--- src/core/fault_status_pkg.sv ---
// Purpose: constants for the missed-interrupt and bus-fault cause block
// Assumes: 32-bit register port, word addresses are byte addresses
// Notes:   register offsets are the printed addresses
package fault_status_pkg;

  // ****************************************
  // register map
  // ****************************************
  localparam logic [31:0] MISSED_FLAGS_ADDR = 32'h4000A820;
  localparam logic [31:0] FAULT_CAUSE_ADDR  = 32'hE000ED3C;
  localparam logic [31:0] MISSED_RESET      = 32'h00000000;
  localparam logic [31:0] CAUSE_RESET       = 32'h00000000;

  // ****************************************
  // missed-interrupt field layout
  // ****************************************
  localparam int          SRC_COUNT   = 14;
  localparam int          MISSED_LSB  = 2;
  localparam int          MISSED_MSB  = 15;
  // source index = bit - MISSED_LSB
  localparam int          EXT_LINE_D_MISSED      = 15;
  localparam int          EXT_LINE_C_MISSED      = 14;
  localparam int          EXT_LINE_B_MISSED      = 13;
  localparam int          EXT_LINE_A_MISSED      = 12;
  localparam int          CONVERTER_MISSED       = 11;
  localparam int          RADIO_RECEIVE_MISSED   = 10;
  localparam int          RADIO_TRANSMIT_MISSED  = 9;
  localparam int          RADIO_TIMER_MISSED     = 8;
  localparam int          SECURITY_ENGINE_MISSED = 7;
  localparam int          SERIAL_CTRL_TWO_MISSED = 6;
  localparam int          SERIAL_CTRL_ONE_MISSED = 5;
  localparam int          SLEEP_TIMER_MISSED     = 4;
  localparam int          BASEBAND_MISSED        = 3;
  localparam int          MANAGEMENT_MISSED      = 2;

  // ****************************************
  // fault cause field layout
  // ****************************************
  localparam int          CAUSE_W            = 4;
  localparam int          ACCESS_SIZE_FAULT  = 3;
  localparam int          PROTECTION_FAULT   = 2;
  localparam int          UNMAPPED_FAULT     = 1;
  localparam int          OVERLAP_FAULT      = 0;

  // ****************************************
  // access size codes on the fault-check port
  // ****************************************
  localparam logic [1:0]  SIZE_BYTE = 2'h0;
  localparam logic [1:0]  SIZE_HALF = 2'h1;
  localparam logic [1:0]  SIZE_WORD = 2'h2;
  localparam logic [1:0]  WORD_ALIGN_MASK = 2'h3;

endpackage

--- src/core/fault_status.sv ---
// Purpose: missed-interrupt flags and bus-fault cause register
// Assumes: one 50 MHz clock, all inputs synchronous to sys_clk
// Notes:   bus masters present each access on the check port for one cycle
//
// Function
// - missed flags reset to zero; bits 31:16 and 1:0 always read zero.
// - lines D, C, B, A set bits 15 to 12 and the converter bit 11.
// - radio receive, transmit and timer land in bits 10, 9 and 8.
// - security engine, serial ctrl 2 and serial ctrl 1 set bits 7, 6, 5.
// - sleep timer, baseband and management land in bits 4, 3 and 2.
// - fault causes reset to zero and only bits 3:0 are used.
// - a byte or halfword peripheral-bus access faults and sets bit 3.
// - an unaligned word access faults and sets cause bit 3 too.
// - an unprivileged write to protected space faults and sets bit 2.
// - an access above a block's last register faults and sets bit 1.
// - an access beyond the top of memory or flash faults and sets bit 1.
// - a fault while any cause bit is already set also sets bit 0.
`timescale 1ns/1ns
`default_nettype none

module fault_status (
  // clock and reset
  input  wire logic                                   sys_clk,
  input  wire logic                                   resetn,
  // register port
  input  wire logic [31:0]                            reg_addr,
  input  wire logic [31:0]                            reg_wdata,
  input  wire logic                                   reg_wr,
  input  wire logic                                   reg_rd,
  output logic      [31:0]                            reg_rdata,
  // interrupt sources, bit n of the vectors is register bit n+2
  input  wire logic [fault_status_pkg::SRC_COUNT-1:0] irq_event,
  input  wire logic [fault_status_pkg::SRC_COUNT-1:0] irq_pending,
  // access check port from the bus fabric
  input  wire logic                                   acc_valid,
  input  wire logic [1:0]                             acc_size,
  input  wire logic [1:0]                             acc_addr_lo,
  input  wire logic                                   acc_write,
  input  wire logic                                   acc_privileged,
  input  wire logic                                   acc_periph_bus,
  input  wire logic                                   acc_system_space,
  input  wire logic                                   acc_above_last_reg,
  input  wire logic                                   acc_beyond_memory,
  output logic                                        bus_fault
);
  import fault_status_pkg::*;

  // ****************************************
  // state
  // ****************************************
  typedef struct packed {
    logic [SRC_COUNT-1:0] missed;
    logic [CAUSE_W-1:0]   cause;
    logic [31:0]          rdata;
    logic                 fault;
  } state_s;

  state_s state_reg;
  state_s state_next;

  logic                 size_err;
  logic                 prot_err;
  logic                 map_err;
  logic                 any_err;
  logic                 wr_missed;
  logic                 wr_cause;
  logic [SRC_COUNT-1:0] missed_clr;
  logic [CAUSE_W-1:0]   cause_clr;
  logic [CAUSE_W-1:0]   cause_set;

  // ****************************************
  // fault classification
  // ****************************************
  always_comb begin
    size_err = acc_valid && acc_periph_bus &&
               (acc_size == SIZE_BYTE || acc_size == SIZE_HALF);
    if (acc_valid && acc_size == SIZE_WORD &&
        (acc_addr_lo & WORD_ALIGN_MASK) != 2'h0) begin
      size_err = 1'b1;
    end
    prot_err = acc_valid && acc_write && !acc_privileged &&
               acc_system_space;
    map_err  = acc_valid &&
               (acc_above_last_reg ||
                acc_beyond_memory);
    any_err  = size_err || prot_err || map_err;
  end

  // ****************************************
  // next state
  // ****************************************
  always_comb begin
    wr_missed  = reg_wr && reg_addr == MISSED_FLAGS_ADDR;
    wr_cause   = reg_wr && reg_addr == FAULT_CAUSE_ADDR;
    missed_clr = wr_missed ? reg_wdata[MISSED_MSB:MISSED_LSB]
                           : '0;
    cause_clr  = wr_cause ? reg_wdata[CAUSE_W-1:0] : '0;
    cause_set  = '0;
    cause_set[ACCESS_SIZE_FAULT] = size_err;
    cause_set[PROTECTION_FAULT]  = prot_err;
    cause_set[UNMAPPED_FAULT]    = map_err;
    // the state seen by the faulting access is the one before any clear
    cause_set[OVERLAP_FAULT] = any_err && (state_reg.cause != '0);

    state_next = state_reg;
    // set wins over a clear in the same cycle
    state_next.missed = (state_reg.missed & ~missed_clr) |
                        (irq_event & irq_pending);
    state_next.cause  = (state_reg.cause & ~cause_clr) | cause_set;
    state_next.fault  = any_err;

    state_next.rdata = 32'h00000000;
    if (reg_rd && reg_addr == MISSED_FLAGS_ADDR) begin
      state_next.rdata[MISSED_MSB:MISSED_LSB] = state_reg.missed;
    end else if (reg_rd && reg_addr == FAULT_CAUSE_ADDR) begin
      state_next.rdata[CAUSE_W-1:0] = state_reg.cause;
    end
  end

  always_ff @(posedge sys_clk or negedge resetn) begin
    if (!resetn) begin
      state_reg.missed <= MISSED_RESET[MISSED_MSB:MISSED_LSB];
      state_reg.cause  <= CAUSE_RESET[CAUSE_W-1:0];
      state_reg.rdata  <= 32'h00000000;
      state_reg.fault  <= 1'b0;
    end else begin
      state_reg <= state_next;
    end
  end

  assign reg_rdata = state_reg.rdata;
  assign bus_fault = state_reg.fault;
endmodule

`default_nettype wire

--- config.mk ---
export PLATFORM = sky130hd
export DESIGN_NAME = fault_status
export DESIGN_NICKNAME = d
export VERILOG_FILES = /design/src/core/fault_status_pkg.sv /design/src/core/fault_status.sv
export SDC_FILE = /design/constraint.sdc
export NUM_CORES = 1
export LEC_CHECK = 0
export BUFFER_PORTS_ARGS = -buffer_cell sky130_fd_sc_hd__buf_2
export CAP_MARGIN = 20
export CORE_MARGIN = 2
export CORE_UTILIZATION = 35
export CTS_BUF_LIST = sky130_fd_sc_hd__clkbuf_2 sky130_fd_sc_hd__clkbuf_4 sky130_fd_sc_hd__clkbuf_8
export CTS_CLUSTER_SIZE = 12
export DETAILED_ROUTE_END_ITERATION = 10
export GPL_TIMING_DRIVEN = 0
export PLACE_DENSITY = 0.81
export SYNTH_ARGS = -nofsm -noshare
export SYNTH_HDL_FRONTEND = slang
export SYNTH_SLANG_ARGS = --single-unit
--- constraint.sdc ---
create_clock -name sys_clk -period 1.77 [get_ports sys_clk]
set_clock_uncertainty 0.1 [all_clocks]
set_input_delay 0.2655 -clock sys_clk [delete_from_list [all_inputs] [get_ports sys_clk]]
set_output_delay 0.2655 -clock sys_clk [all_outputs]
set_load 0.02 [all_outputs]
# Yosys cells after proc, flatten, opt, wreduce, memory -nomap -nowiden

Cells that the tools add are included.

Register bits: 35
Output and inout bits: 33
Word-level logic and storage cells: 43

Equal/unequal tests: 4
Muxes and demuxes: 7
Bitwise operators: 7
Reductions and logical operators: 21

Operator list:

| kind                                                   | number |
|---|---|
| equality test 32 x 31 -> 1 bit (second input constant) | 1 |
| equality test 32 bit (second input constant)           | 1 |
| AND 14 bit                                             | 2 |
| 2-to-1 mux 14 bit                                      | 1 |
| inverter 14 bit                                        | 1 |
| bitwise OR 14 bit                                      | 1 |
| logical AND 1 bit                                      | 13 |
| 2-to-1 mux 12 bit                                      | 1 |
| 2-to-1 mux 4 bit                                       | 2 |
| AND 4 bit                                              | 1 |
| logical OR 1 bit                                       | 4 |
| 2-to-1 mux 2 bit                                       | 2 |
| inverter 4 bit                                         | 1 |
| bitwise OR 4 bit                                       | 1 |
| nonzero test 4 bit                                     | 1 |
| equality test 2 x 1 -> 1 bit (second input constant)   | 1 |
| equality test 2 bit (second input constant)            | 1 |
| logical NOT 2 bit                                      | 1 |
| nonzero test 2 bit                                     | 1 |
| logical NOT 1 bit                                      | 1 |
| 2-to-1 mux 1 bit                                       | 1 |

# Depth between registers and ports, before layout

Gate-level depths: netlist of run 1.

Depth in word-level cells: 8
Gate-level depth with buffers: 6
Gate-level depth less buffers: 4

# Worst setup path after synthesis of run 1

OpenSTA, ideal clock, no wires.

Kind: input-to-reg
From: in reg_addr[12]
To: reg state_reg[42] (netlist name)
Setup time: 0.150 ns
Arrival time: 1.440 ns
Required time: 1.520 ns
Path slack: 0.080 ns
Stages: 6
Path through: or4_4 > nor2_2 > and3_1 > buf_6 > buf_6 > a41oi_1

RTL lines:

| what                 | RTL line            | RTL |
|---|---|---|
| start, declared      | fault_status.sv:26  | `input wire logic [31:0] reg_addr,` |
| end signal, assigned | fault_status.sv:127 | `state_reg <= state_next;` |
| end, declared        | fault_status.sv:58  | `state_s state_reg;` |

==> impl_metrics.ini, run 1 <==
[global_routing]
overflow = 0
grtUsageTotal = 0.160
grt_max_degree = 36
grt_pass1_wl_um = 6710
grt_pass1_vias = 1527
grt_antenna_before_repair = 0

[placed_design]
hpwl_um = 3800
gp_congestion = 0.825
io_buffers = 107
dpl_cell_area_um2 = 2480

[power]
p_int_w = 0.00133
seqPwrFrac = 0.464
p_clk_frac = 0.404
p_per_area_nw_per_um2 = 665
combinationalPowerShare = 0.133
p_sw_w = 0.000394
netSwitchingFraction = 0.228
vdd_drop_max_mv = 0.307
static-leakage-power_nw = 1.41

[critical_path]
cp-start-kind = input pin
cpMostUsedCell = buf_6
rr_startpoint = state_reg[35]$_DFF_PN0_
cp-end-kind = register
worst-path-buf-inv = 3
max_stage_delay_ns = 0.52
critPathKind = input pin to register
crit_path_cell_trace = buf_2 -> or4_4 -> nor2_2 -> and3_1 -> buf_6 -> buf_6 -> a41oi_1
ff2ff_path_depth = 2
setup.worst_path.end = state_reg[47]$_DFF_PN0_
cp.required_ns = 1.79
worstPathArrival_ns = 1.70
path_max_fanout = 10
regToRegEndpoint = state_reg[33]$_DFF_PN0_
path_depth = 7
slowest_stage = or4_4
r2r_slack_ns = 0.37
crit_family = simple AND/OR/NAND/NOR gates
worstSetupStartpoint = reg_addr[12]

[yosys]
synth.avg_cell_area_um2 = 10.4
ys_ff_latch = 35
ys.warnings.count = 0
synth_cells = 172
yosysUniqueCellTypes = 32
synth_area_um2 = 1800
ys_seq_area_frac = 0.487

[cts]
cts_max_level = 2
cts_num_sinks = 35
clk_path_buf_depth = 2
postCtsSetupBuffers = 0
root_buffer = clkbuf_8
clk_pin_slew_ns = 0.07
insertion_delay_ns = 0.27
cts_tree = done
cts_buffers = 5

[routing]
drc = 0
wirelength_um = 4540
antenna_left = 0
wl_per_cell_um = 12.2
drtIter0Drc = 86
viasPerCell = 4.61
dr.pass1.iters = 4
num_vias = 1719

[die]
fp.dieW_um = 75.7
ioPinCount = 140
dieArea_um2 = 5720
start_util = 0.356
die_height_um = 75.7
fp-row-count = 26
coreArea_um2 = 5040

[finish]
utilization = 0.515
largest_reg_flops = 18
fill_cells = 481
final_cell_area_um2 = 2600
antenna_cells = 0
multi_input_area_um2 = 681
regArea_um2 = 876
finalNetCount = 409
syn_to_final_growth_pct = 44.6
final_layout_size_suffix_gt1_frac = 0.521

[timing]
setup_tns_ns = 0
final-hold-violation-count = 0
fmax_mhz = 593
tightest_slew_ns = 0.749
period_needed_ns = 1.69
rsz0062_at_grt = false
slew_headroom = 0.500
setup_violations = 0
period_share = 0.953
drv_slew = 0

[outcome]
status = completed

[job]
drv_cap = 0

[min_path]
min_path_type = input pin to register
[synth_stat cells, drive strengths merged]
cell    count  share of area
dfrtp      35           0.49
or4         4          0.023
nor4        2         0.0070
nand3       2         0.0056
a22oi       4          0.017
a22o        2         0.0098
buf        35           0.15
nor3        1         0.0028
inv         3         0.0063
and4bb      2          0.014
nand4b      1         0.0049
a21oi      13          0.036
conb        1         0.0021
a41oi      12          0.058
o21ba       1         0.0056
and4        1         0.0049
clkbuf      2         0.0042
and2        1         0.0035
nor2        5          0.016
mux2i       1         0.0056
nand4       3          0.010
nand2      18          0.038
and3b       1         0.0049
and3       13          0.045
o21ai       4          0.011
nor4b       2         0.0098
a21o        3          0.013
[placed cells by master (no fill, tap or decap), types with 2 or more instances in the layout]
cell / netlist / routed
or4_4: 3 / 3
inv_1: 3 / 3
clkbuf_1: 2 / 2
a22o_1: 2 / 2
nand4_1: 3 / 3
nand3_1: 2 / 2
dfrtp_1: 35 / 35
conb_1: 1 / 16
a22oi_1: 4 / 4
nand2_1: 18 / 18
o21ai_0: 4 / 4
nor2_1: 3 / 3
and3_1: 13 / 13
clkbuf_8: 0 / 5
buf_6: 2 / 2
nor4_1: 2 / 2
buf_4: 32 / 32
buf_2: 0 / 107
and4bb_2: 2 / 2
a21o_1: 3 / 3
a41oi_1: 12 / 12
a21oi_1: 13 / 13
nor4b_1: 2 / 2
[power groups by stage]
stage / clock, W / sequential [W] / combinational [W]
CTS: 0.000713 / 0.000801 / 0.000230
detailed placement: 0 / 0.000817 / 0.000228
finish: 0.000698 / 0.000801 / 0.000229
global route: 0.000745 / 0.000801 / 0.000254
global placement: 0 / 0.000817 / 0.000220
floorplan: 0 / 0.000819 / 0.0000903
[what timing repair did]
action / 4_1_cts / 5_1_grt
resized for setup: 0 / 0
hold buffers: 1 / 0
hold endpoints to repair: 35 / 0
[logic make-up (layout without fill, tap and decap cells)]
group | count (synthesis) | in the layout | synth area share
other | 1 | 16 | 0.00209
AOI/OAI and AO/OA | 39 | 39 | 0.150
buffers and inverters | 40 | 156 | 0.165
muxes | 1 | 1 | 0.00557
DFF | 35 | 35 | 0.487
and+or+nand+nor | 56 | 56 | 0.189
[worst register-to-register path, cell delays in order, from the launching register on]
cell and delay, ns:
dfrtp_1 0.41, or4_1 0.54, a22o_1 0.24
[per-layer routing]
metal	wire [µm]	global-route usage	vias to the layer above
met4	93	0.0955	0
li1	-	-	841
met3	201	0.0238	8
met5	0	0	-
met1	1700	0.183	807
met2	2550	0.281	63
[worst min-delay path by stage]
stage	to	slack, ns	cells after the start	start
6_report	state_reg[49]$_DFF_PN0_	0.09	2	reg_wdata[14]
5_1_grt	state_reg[42]$_DFF_PN0_	0.09	2	reg_wdata[7]
4_1_cts	state_reg[49]$_DFF_PN0_	0.08	2	reg_wdata[14]
3_5_place_dp	state_reg[49]$_DFF_PN0_	0.27	1	resetn
3_3_place_gp	state_reg[49]$_DFF_PN0_	0.27	1	resetn
2_1_floorplan	bus_fault$_DFF_PN0_	-0.13	0	resetn
[through the flow]
| stage | hold WS, ns | power [W] | worst slack, ns | instances |
|---|---|---|---|---|
| final | 0.0866 | 0.00173 | 0.0837 | 373 |
| after floorplan | -0.130 | 0.000909 | 0.0800 | 187 |
| after global placement | 0.269 | 0.00104 | -0.179 | 364 |
| after CTS | 0.0848 | 0.00174 | 0.0591 | 373 |
| after global routing | 0.0882 | 0.00180 | 0.00488 | 373 |
| after detailed placement | 0.270 | 0.00104 | -0.244 | 364 |
[final cells by class]
type | count | area share
Clock buffer | 5 | 0.0265
Clock inverter | 3 | 0.0169
Timing Repair Buffer | 108 | 0.210
Multi-Input combinational cell | 112 | 0.262
Inverter | 3 | 0.00433
Tap cell | 70 | 0.0337
Sequential cell | 35 | 0.337
Buffer | 37 | 0.110
Power figures use the tool's default switching activity.
==> inputs of run 2 (changes only) <==
--- a/config.mk
+++ b/config.mk
@@ -10,3 +10,3 @@
 export CORE_MARGIN = 2
-export CORE_UTILIZATION = 35
+export CORE_UTILIZATION = 41
 export CTS_BUF_LIST = sky130_fd_sc_hd__clkbuf_2 sky130_fd_sc_hd__clkbuf_4 sky130_fd_sc_hd__clkbuf_8
@@ -15,3 +15,3 @@
 export GPL_TIMING_DRIVEN = 0
-export PLACE_DENSITY = 0.81
+export PLACE_DENSITY = 0.92
 export SYNTH_ARGS = -nofsm -noshare
==> constraint.sdc (replaced) <==
create_clock -name sys_clk -period 1.77 [get_ports sys_clk]
set_clock_uncertainty 0.1 [all_clocks]
set_input_delay 0.0885 -clock sys_clk [delete_from_list [all_inputs] [get_ports sys_clk]]
set_output_delay 0.0885 -clock sys_clk [all_outputs]
set_load 0.05 [all_outputs]
==> run 2 against run 1 <==
Net effect:
- register-to-register slack worse by 0.02 ns
- setup slack improved by 0.21 ns
- global-route usage is 3.9 points higher
- critical path depth stayed put
- count of clock-buffer cells in the layout is 1 higher
- hold slack got worse by 0.070 ns
- largest power group unchanged
==> impl_metrics.ini, run 2 (synthesis gave the netlist of run 1 again) <==
[routing]
wirelength_um = 4800
drc = 0
num_vias = 1799
dr.pass1.iters = 4
viasPerCell = 4.85
antenna_left = 0
wl_per_cell_um = 12.9
drtIter0Drc = 110

[power]
p_per_area_nw_per_um2 = 612
static-leakage-power_nw = 1.47
finalPower_w = 0.00166
vdd_drop_max_mv = 0.356

[critical_path]
cp-start-kind = input pin
path_max_fanout = 10
cp.required_ns = 1.78
worstPathArrival_ns = 1.49
critPathKind = input pin to register
cp-end-kind = register

[cts]
cts_buffers = 5
cts_num_sinks = 35
cts_resized = 0
root_buffer = clkbuf_8
cts_tree = done
insertion_delay_ns = 0.27
cts_max_level = 2
clk_path_buf_depth = 2
clk_pin_slew_ns = 0.07
postCtsSetupBuffers = 0

[finish]
final_common_cell = buf_2
syn_to_final_growth_pct = 51.5
finalNetCount = 426
largest_reg_flops = 18
antenna_cells = 0
final_layout_size_suffix_gt1_frac = 0.492
mostFrequentLayoutCells = 107 x buf_2, 35 x dfrtp_1, 32 x buf_4
fill_cells = 352

[timing]
period_share = 0.835
fmax_mhz = 676
final-hold-violation-count = 0
period_needed_ns = 1.48
rsz0062_at_grt = false
setup_violations = 0
tightest_slew_ns = 0.745
setup_tns_ns = 0
slew_headroom = 0.503
drv_slew = 0

[die]
coreArea_um2 = 4290
start_util = 0.418
ioPinCount = 140
fp.dieW_um = 70.2
dieArea_um2 = 4930
die_height_um = 70.2
fp-row-count = 24

[global_routing]
overflow = 0
grt_max_degree = 36
grt_pass1_wl_um = 7630
grt_antenna_before_repair = 0
grtUsageTotal = 0.199
grt_pass1_vias = 1772

[placed_design]
gp_congestion = 0.877
io_buffers = 107
hpwl_um = 3600

[min_path]
min_path_type = input pin to register

[job]
drv_cap = 0

[outcome]
status = completed
[run 2: cell types whose count changed in the layout (fill, tap and decap cells not counted)]
| cell | change |
|---|---|
| clkinv_4 | -1 |
| dlygate4sd3_1 | +17 |
| clkbuf_8 | +1 |
| bufinv_16 | -1 |
[run 2: area by class of cell]
| cell class | instances | area [µm²] | share of cell area |
|---|---|---|---|
| well taps | 52 | 65.1 | 0.0239 |
| repair buffers | 125 | 716 | 0.263 |
| plain buffers | 37 | 285 | 0.105 |
| inverters | 3 | 11.3 | 0.00414 |
| multi-input cells | 112 | 681 | 0.250 |
| clock inverters | 1 | 5.00 | 0.00184 |
| flip-flops and latches | 35 | 876 | 0.322 |
| clock buffers | 6 | 82.6 | 0.0303 |
[run 2: final timing paths]
check	start	end	slack, ns	cells after the start
min in group asynchronous	resetn	reg_rdata[10]$_DFF_PN0_	0.32	2
max in group asynchronous	resetn	bus_fault$_DFF_PN0_	0.77	2
max reg2reg	state_reg[37]$_DFF_PN0_	state_reg[37]$_DFF_PN0_	0.35	3
min reg2reg	state_reg[41]$_DFF_PN0_	reg_rdata[6]$_DFF_PN0_	0.42	1
max	reg_addr[10]	state_reg[49]$_DFF_PN0_	0.29	7
min	reg_rd	reg_rdata[5]$_DFF_PN0_	0.02	2
[run 2: worst max-delay path: stages]
cell and delay, ns:
buf_2 0.11, or4_4 0.54, nor2_4 0.17, and3_1 0.19, buf_6 0.13, buf_6 0.14
a41oi_1 0.13
[run 2: what timing repair did]
item	CTS	global route
endpoints found under the hold margin	50	0
endpoints found under the setup margin	0	0
hold buffers	18	0
[run 2: per-stage QoR]
stage          setup slack [ns]  cell area (µm²)  utilization  instances  hold slack, ns
4_1_cts                   0.299             2720        0.634        371         0.00659
3_5_place_dp            0.00384             2450        0.571        346          0.0907
3_3_place_gp             0.0250             2450        0.571        346          0.0831
2_1_floorplan             0.257             1850            -        187          -0.307
5_1_grt                   0.200             2720        0.634        371          0.0175
6_report                  0.292             2720        0.634        371          0.0165
[run 2: routing by layer]
metal  GRT usage  routed length, µm  share of wire
met5           0                  0              0
met4       0.120                244          0.051
met3      0.0433                249          0.052
met2       0.369               2540           0.53
met1       0.199               1770           0.37
[run 2: report_power, final]
part	internal [W]	total, W	switching [W]
clock	0.000305	0.000554	0.000249
sequential	0.000802	0.000802	0.000000379
combinational	0.000140	0.000309	0.000169
total	0.00125	0.00166	0.000419
==> inputs of run 3 (changes only) <==
- ABC_AREA: not set -> 1
- CORE_UTILIZATION: 41 -> 38
- PLACE_DENSITY: 0.92 -> 0.87
- clock period: 1.77 -> 1.2 ns (I/O delays scaled with it)
==> run 3 against run 2 <==
Net effect:
- setup slack worse by 0.24 ns
- utilization up 2.1 points
- sequential share of layout area down 5.8 points
- area after synthesis up 9.9%
- hold slack worse by 0.0026 ns
- combinational power up 85%
- largest power group unchanged
==> impl_metrics.ini, run 3 <==
[outcome]
status = completed

[timing]
period_needed_ns = 1.15
final-hold-violation-count = 0
drv_slew = 0
slew_headroom = 0.501
period_share = 0.958
tightest_slew_ns = 0.749
setup_tns_ns = 0
setup_violations = 0
layout_setup_ws_ns = 0.0502
rsz0062_at_grt = false
fmax_mhz = 870

[critical_path]
worstPathArrival_ns = 0.99
rr_startpoint = state_reg[35]$_DFF_PN0_
cp.required_ns = 1.04
cp-end-kind = primary output
ff2ff_path_depth = 4
path_max_fanout = 1
r2r_slack_ns = 0.34
regToRegEndpoint = state_reg[33]$_DFF_PN0_
setup.worst_path.end = reg_rdata[9]
critPathKind = register to primary output
cp-start-kind = register
worstSetupStartpoint = reg_rdata[9]$_DFF_PN0_

[cts]
clk_path_buf_depth = 2
cts_num_sinks = 35
cts_max_level = 2
root_buffer = clkbuf_8
cts_buffers = 5
clk_pin_slew_ns = 0.07
cts_tree = done
insertion_delay_ns = 0.29

[placed_design]
io_buffers = 106
placed_cells = 432
pre_cts_ws_ns = -0.163
gp_congestion = 0.814
hpwl_um = 3460
dpl_cell_area_um2 = 2650

[die]
dieArea_um2 = 5790
ioPinCount = 140
fp.dieW_um = 76.1
die_height_um = 76.1
coreArea_um2 = 5070
start_util = 0.389
fp-row-count = 26

[global_routing]
grtUsageTotal = 0.208
grt_max_degree = 36
grt_pass1_vias = 2233
overflow = 0
grt_antenna_before_repair = 0
grt_pass1_wl_um = 9540

[routing]
drc = 0
antenna_left = 0
num_vias = 2069
dr.pass1.iters = 4
viasPerCell = 4.18
wl_per_cell_um = 11.7
wirelength_um = 5810
drtIter0Drc = 112

[finish]
finalNetCount = 531
final_common_cell = buf_2
syn_to_final_growth_pct = 68.3
regArea_um2 = 876
fill_cells = 381
final_layout_size_suffix_gt1_frac = 0.421
fin_cells = 495
multi_input_area_um2 = 790
mostFrequentLayoutCells = 106 x buf_2, 71 x nand2_1, 53 x dlygate4sd3_1
final_cell_area_um2 = 3320
largest_reg_flops = 18
antenna_cells = 0

[job]
drv_cap = 0

[power]
static-leakage-power_nw = 1.95
p_per_area_nw_per_um2 = 856
vdd_drop_max_mv = 0.390

[min_path]
min_path_cells = 4
min_path_type = input pin to register

[yosys]
synth-main-ff-cell = dfrtp_1
ys_ff_latch = 35
ys.warnings.count = 0
ys_seq_area_frac = 0.444
synth_cells = 241
async_flop_share = 1.00
synthAdderAreaFrac = 0
yosys-top-cells-count = 71 x nand2_1, 35 x dfrtp_1, 32 x buf_4
synth.avg_cell_area_um2 = 8.19
synth_xor_area_frac = 0
yosysUniqueCellTypes = 21
synthMuxAreaShare = 0
synthTopCellsByArea = dfrtp_1 44%, nand2_1 13%, buf_4 12%, nor2_1 5.1%, nor2_2 4.1%
synth_top_family_by_area = simple AND/OR/NAND/NOR gates
synth_top_area_cell = dfrtp_1
synth-simple-area-share = 0.340
synth_edf_count = 0
synth_compound_area_frac = 0.0241
synth_area_um2 = 1970
synth.most_common_cell = nand2_1
synth_top_area_frac = 0.444
-- run 3: kinds of logic after synthesis --
logic type      after synthesis
compound gates                9
other cells                   1
flops                        35
simple gates                139
buf+inv                      57
-- run 3: report_power, final --
part	internal [W]	total [W]	switching (W)
logic	0.000284	0.000571	0.000288
registers	0.00118	0.00119	0.00000200
clock network	0.000672	0.00109	0.000415
total	0.00214	0.00284	0.000705
-- run 3: worst max-delay path, cell delays in order, from the launching register on --
cell and delay, ns:
dfrtp_1 0.37, buf_4 0.13, buf_2 0.20
-- run 3: worst min-delay path by stage --
stage	end	start	slack (ns)
after floorplan	bus_fault$_DFF_PN0_	resetn	-0.34
after global placement	reg_rdata[11]$_DFF_PN0_	resetn	0.06
after detailed placement	reg_rdata[14]$_DFF_PN0_	resetn	0.06
after CTS	state_reg[35]$_DFF_PN0_	acc_write	0.004
after global routing	state_reg[36]$_DFF_PN0_	acc_size[0]	0.05
final	state_reg[36]$_DFF_PN0_	acc_size[0]	0.01
-- run 3: area by class of cell --
| class | count | area share |
|---|---|---|
| timing repair buffer | 161 | 0.324 |
| buffer | 36 | 0.0893 |
| multi-input combinational | 164 | 0.238 |
| inverter | 21 | 0.0237 |
| sequential | 35 | 0.264 |
| clock inverter | 2 | 0.0105 |
| tap | 70 | 0.0264 |
| clock buffer | 6 | 0.0249 |
-- run 3: repair_timing --
| item | CTS | global route |
|---|---|---|
| gates resized for setup | 0 | 3 |
| endpoints found under the hold margin | 57 | 0 |
| hold buffers | 53 | 0 |
| setup endpoints to repair | 0 | 4 |
| buffers inserted | 0 | 2 |
-- run 3: layer usage --
layer	track usage	part of all wire	vias to the layer above
met5	0	0	-
li1	-	-	1060
met4	0.142	0.057	0
met1	0.197	0.36	900
met2	0.398	0.54	79
met3	0.0450	0.043	30
-- run 3: per-stage QoR --
| step | power (W) | util | hold slack [ns] |
|---|---|---|---|
| floorplan | 0.00144 | - | -0.336 |
| global placement | 0.00162 | 0.522 | 0.0568 |
| CTS | 0.00284 | 0.650 | 0.00370 |
| detailed placement | 0.00163 | 0.522 | 0.0597 |
| finish | 0.00284 | 0.655 | 0.0139 |
| global route | 0.00296 | 0.655 | 0.0497 |
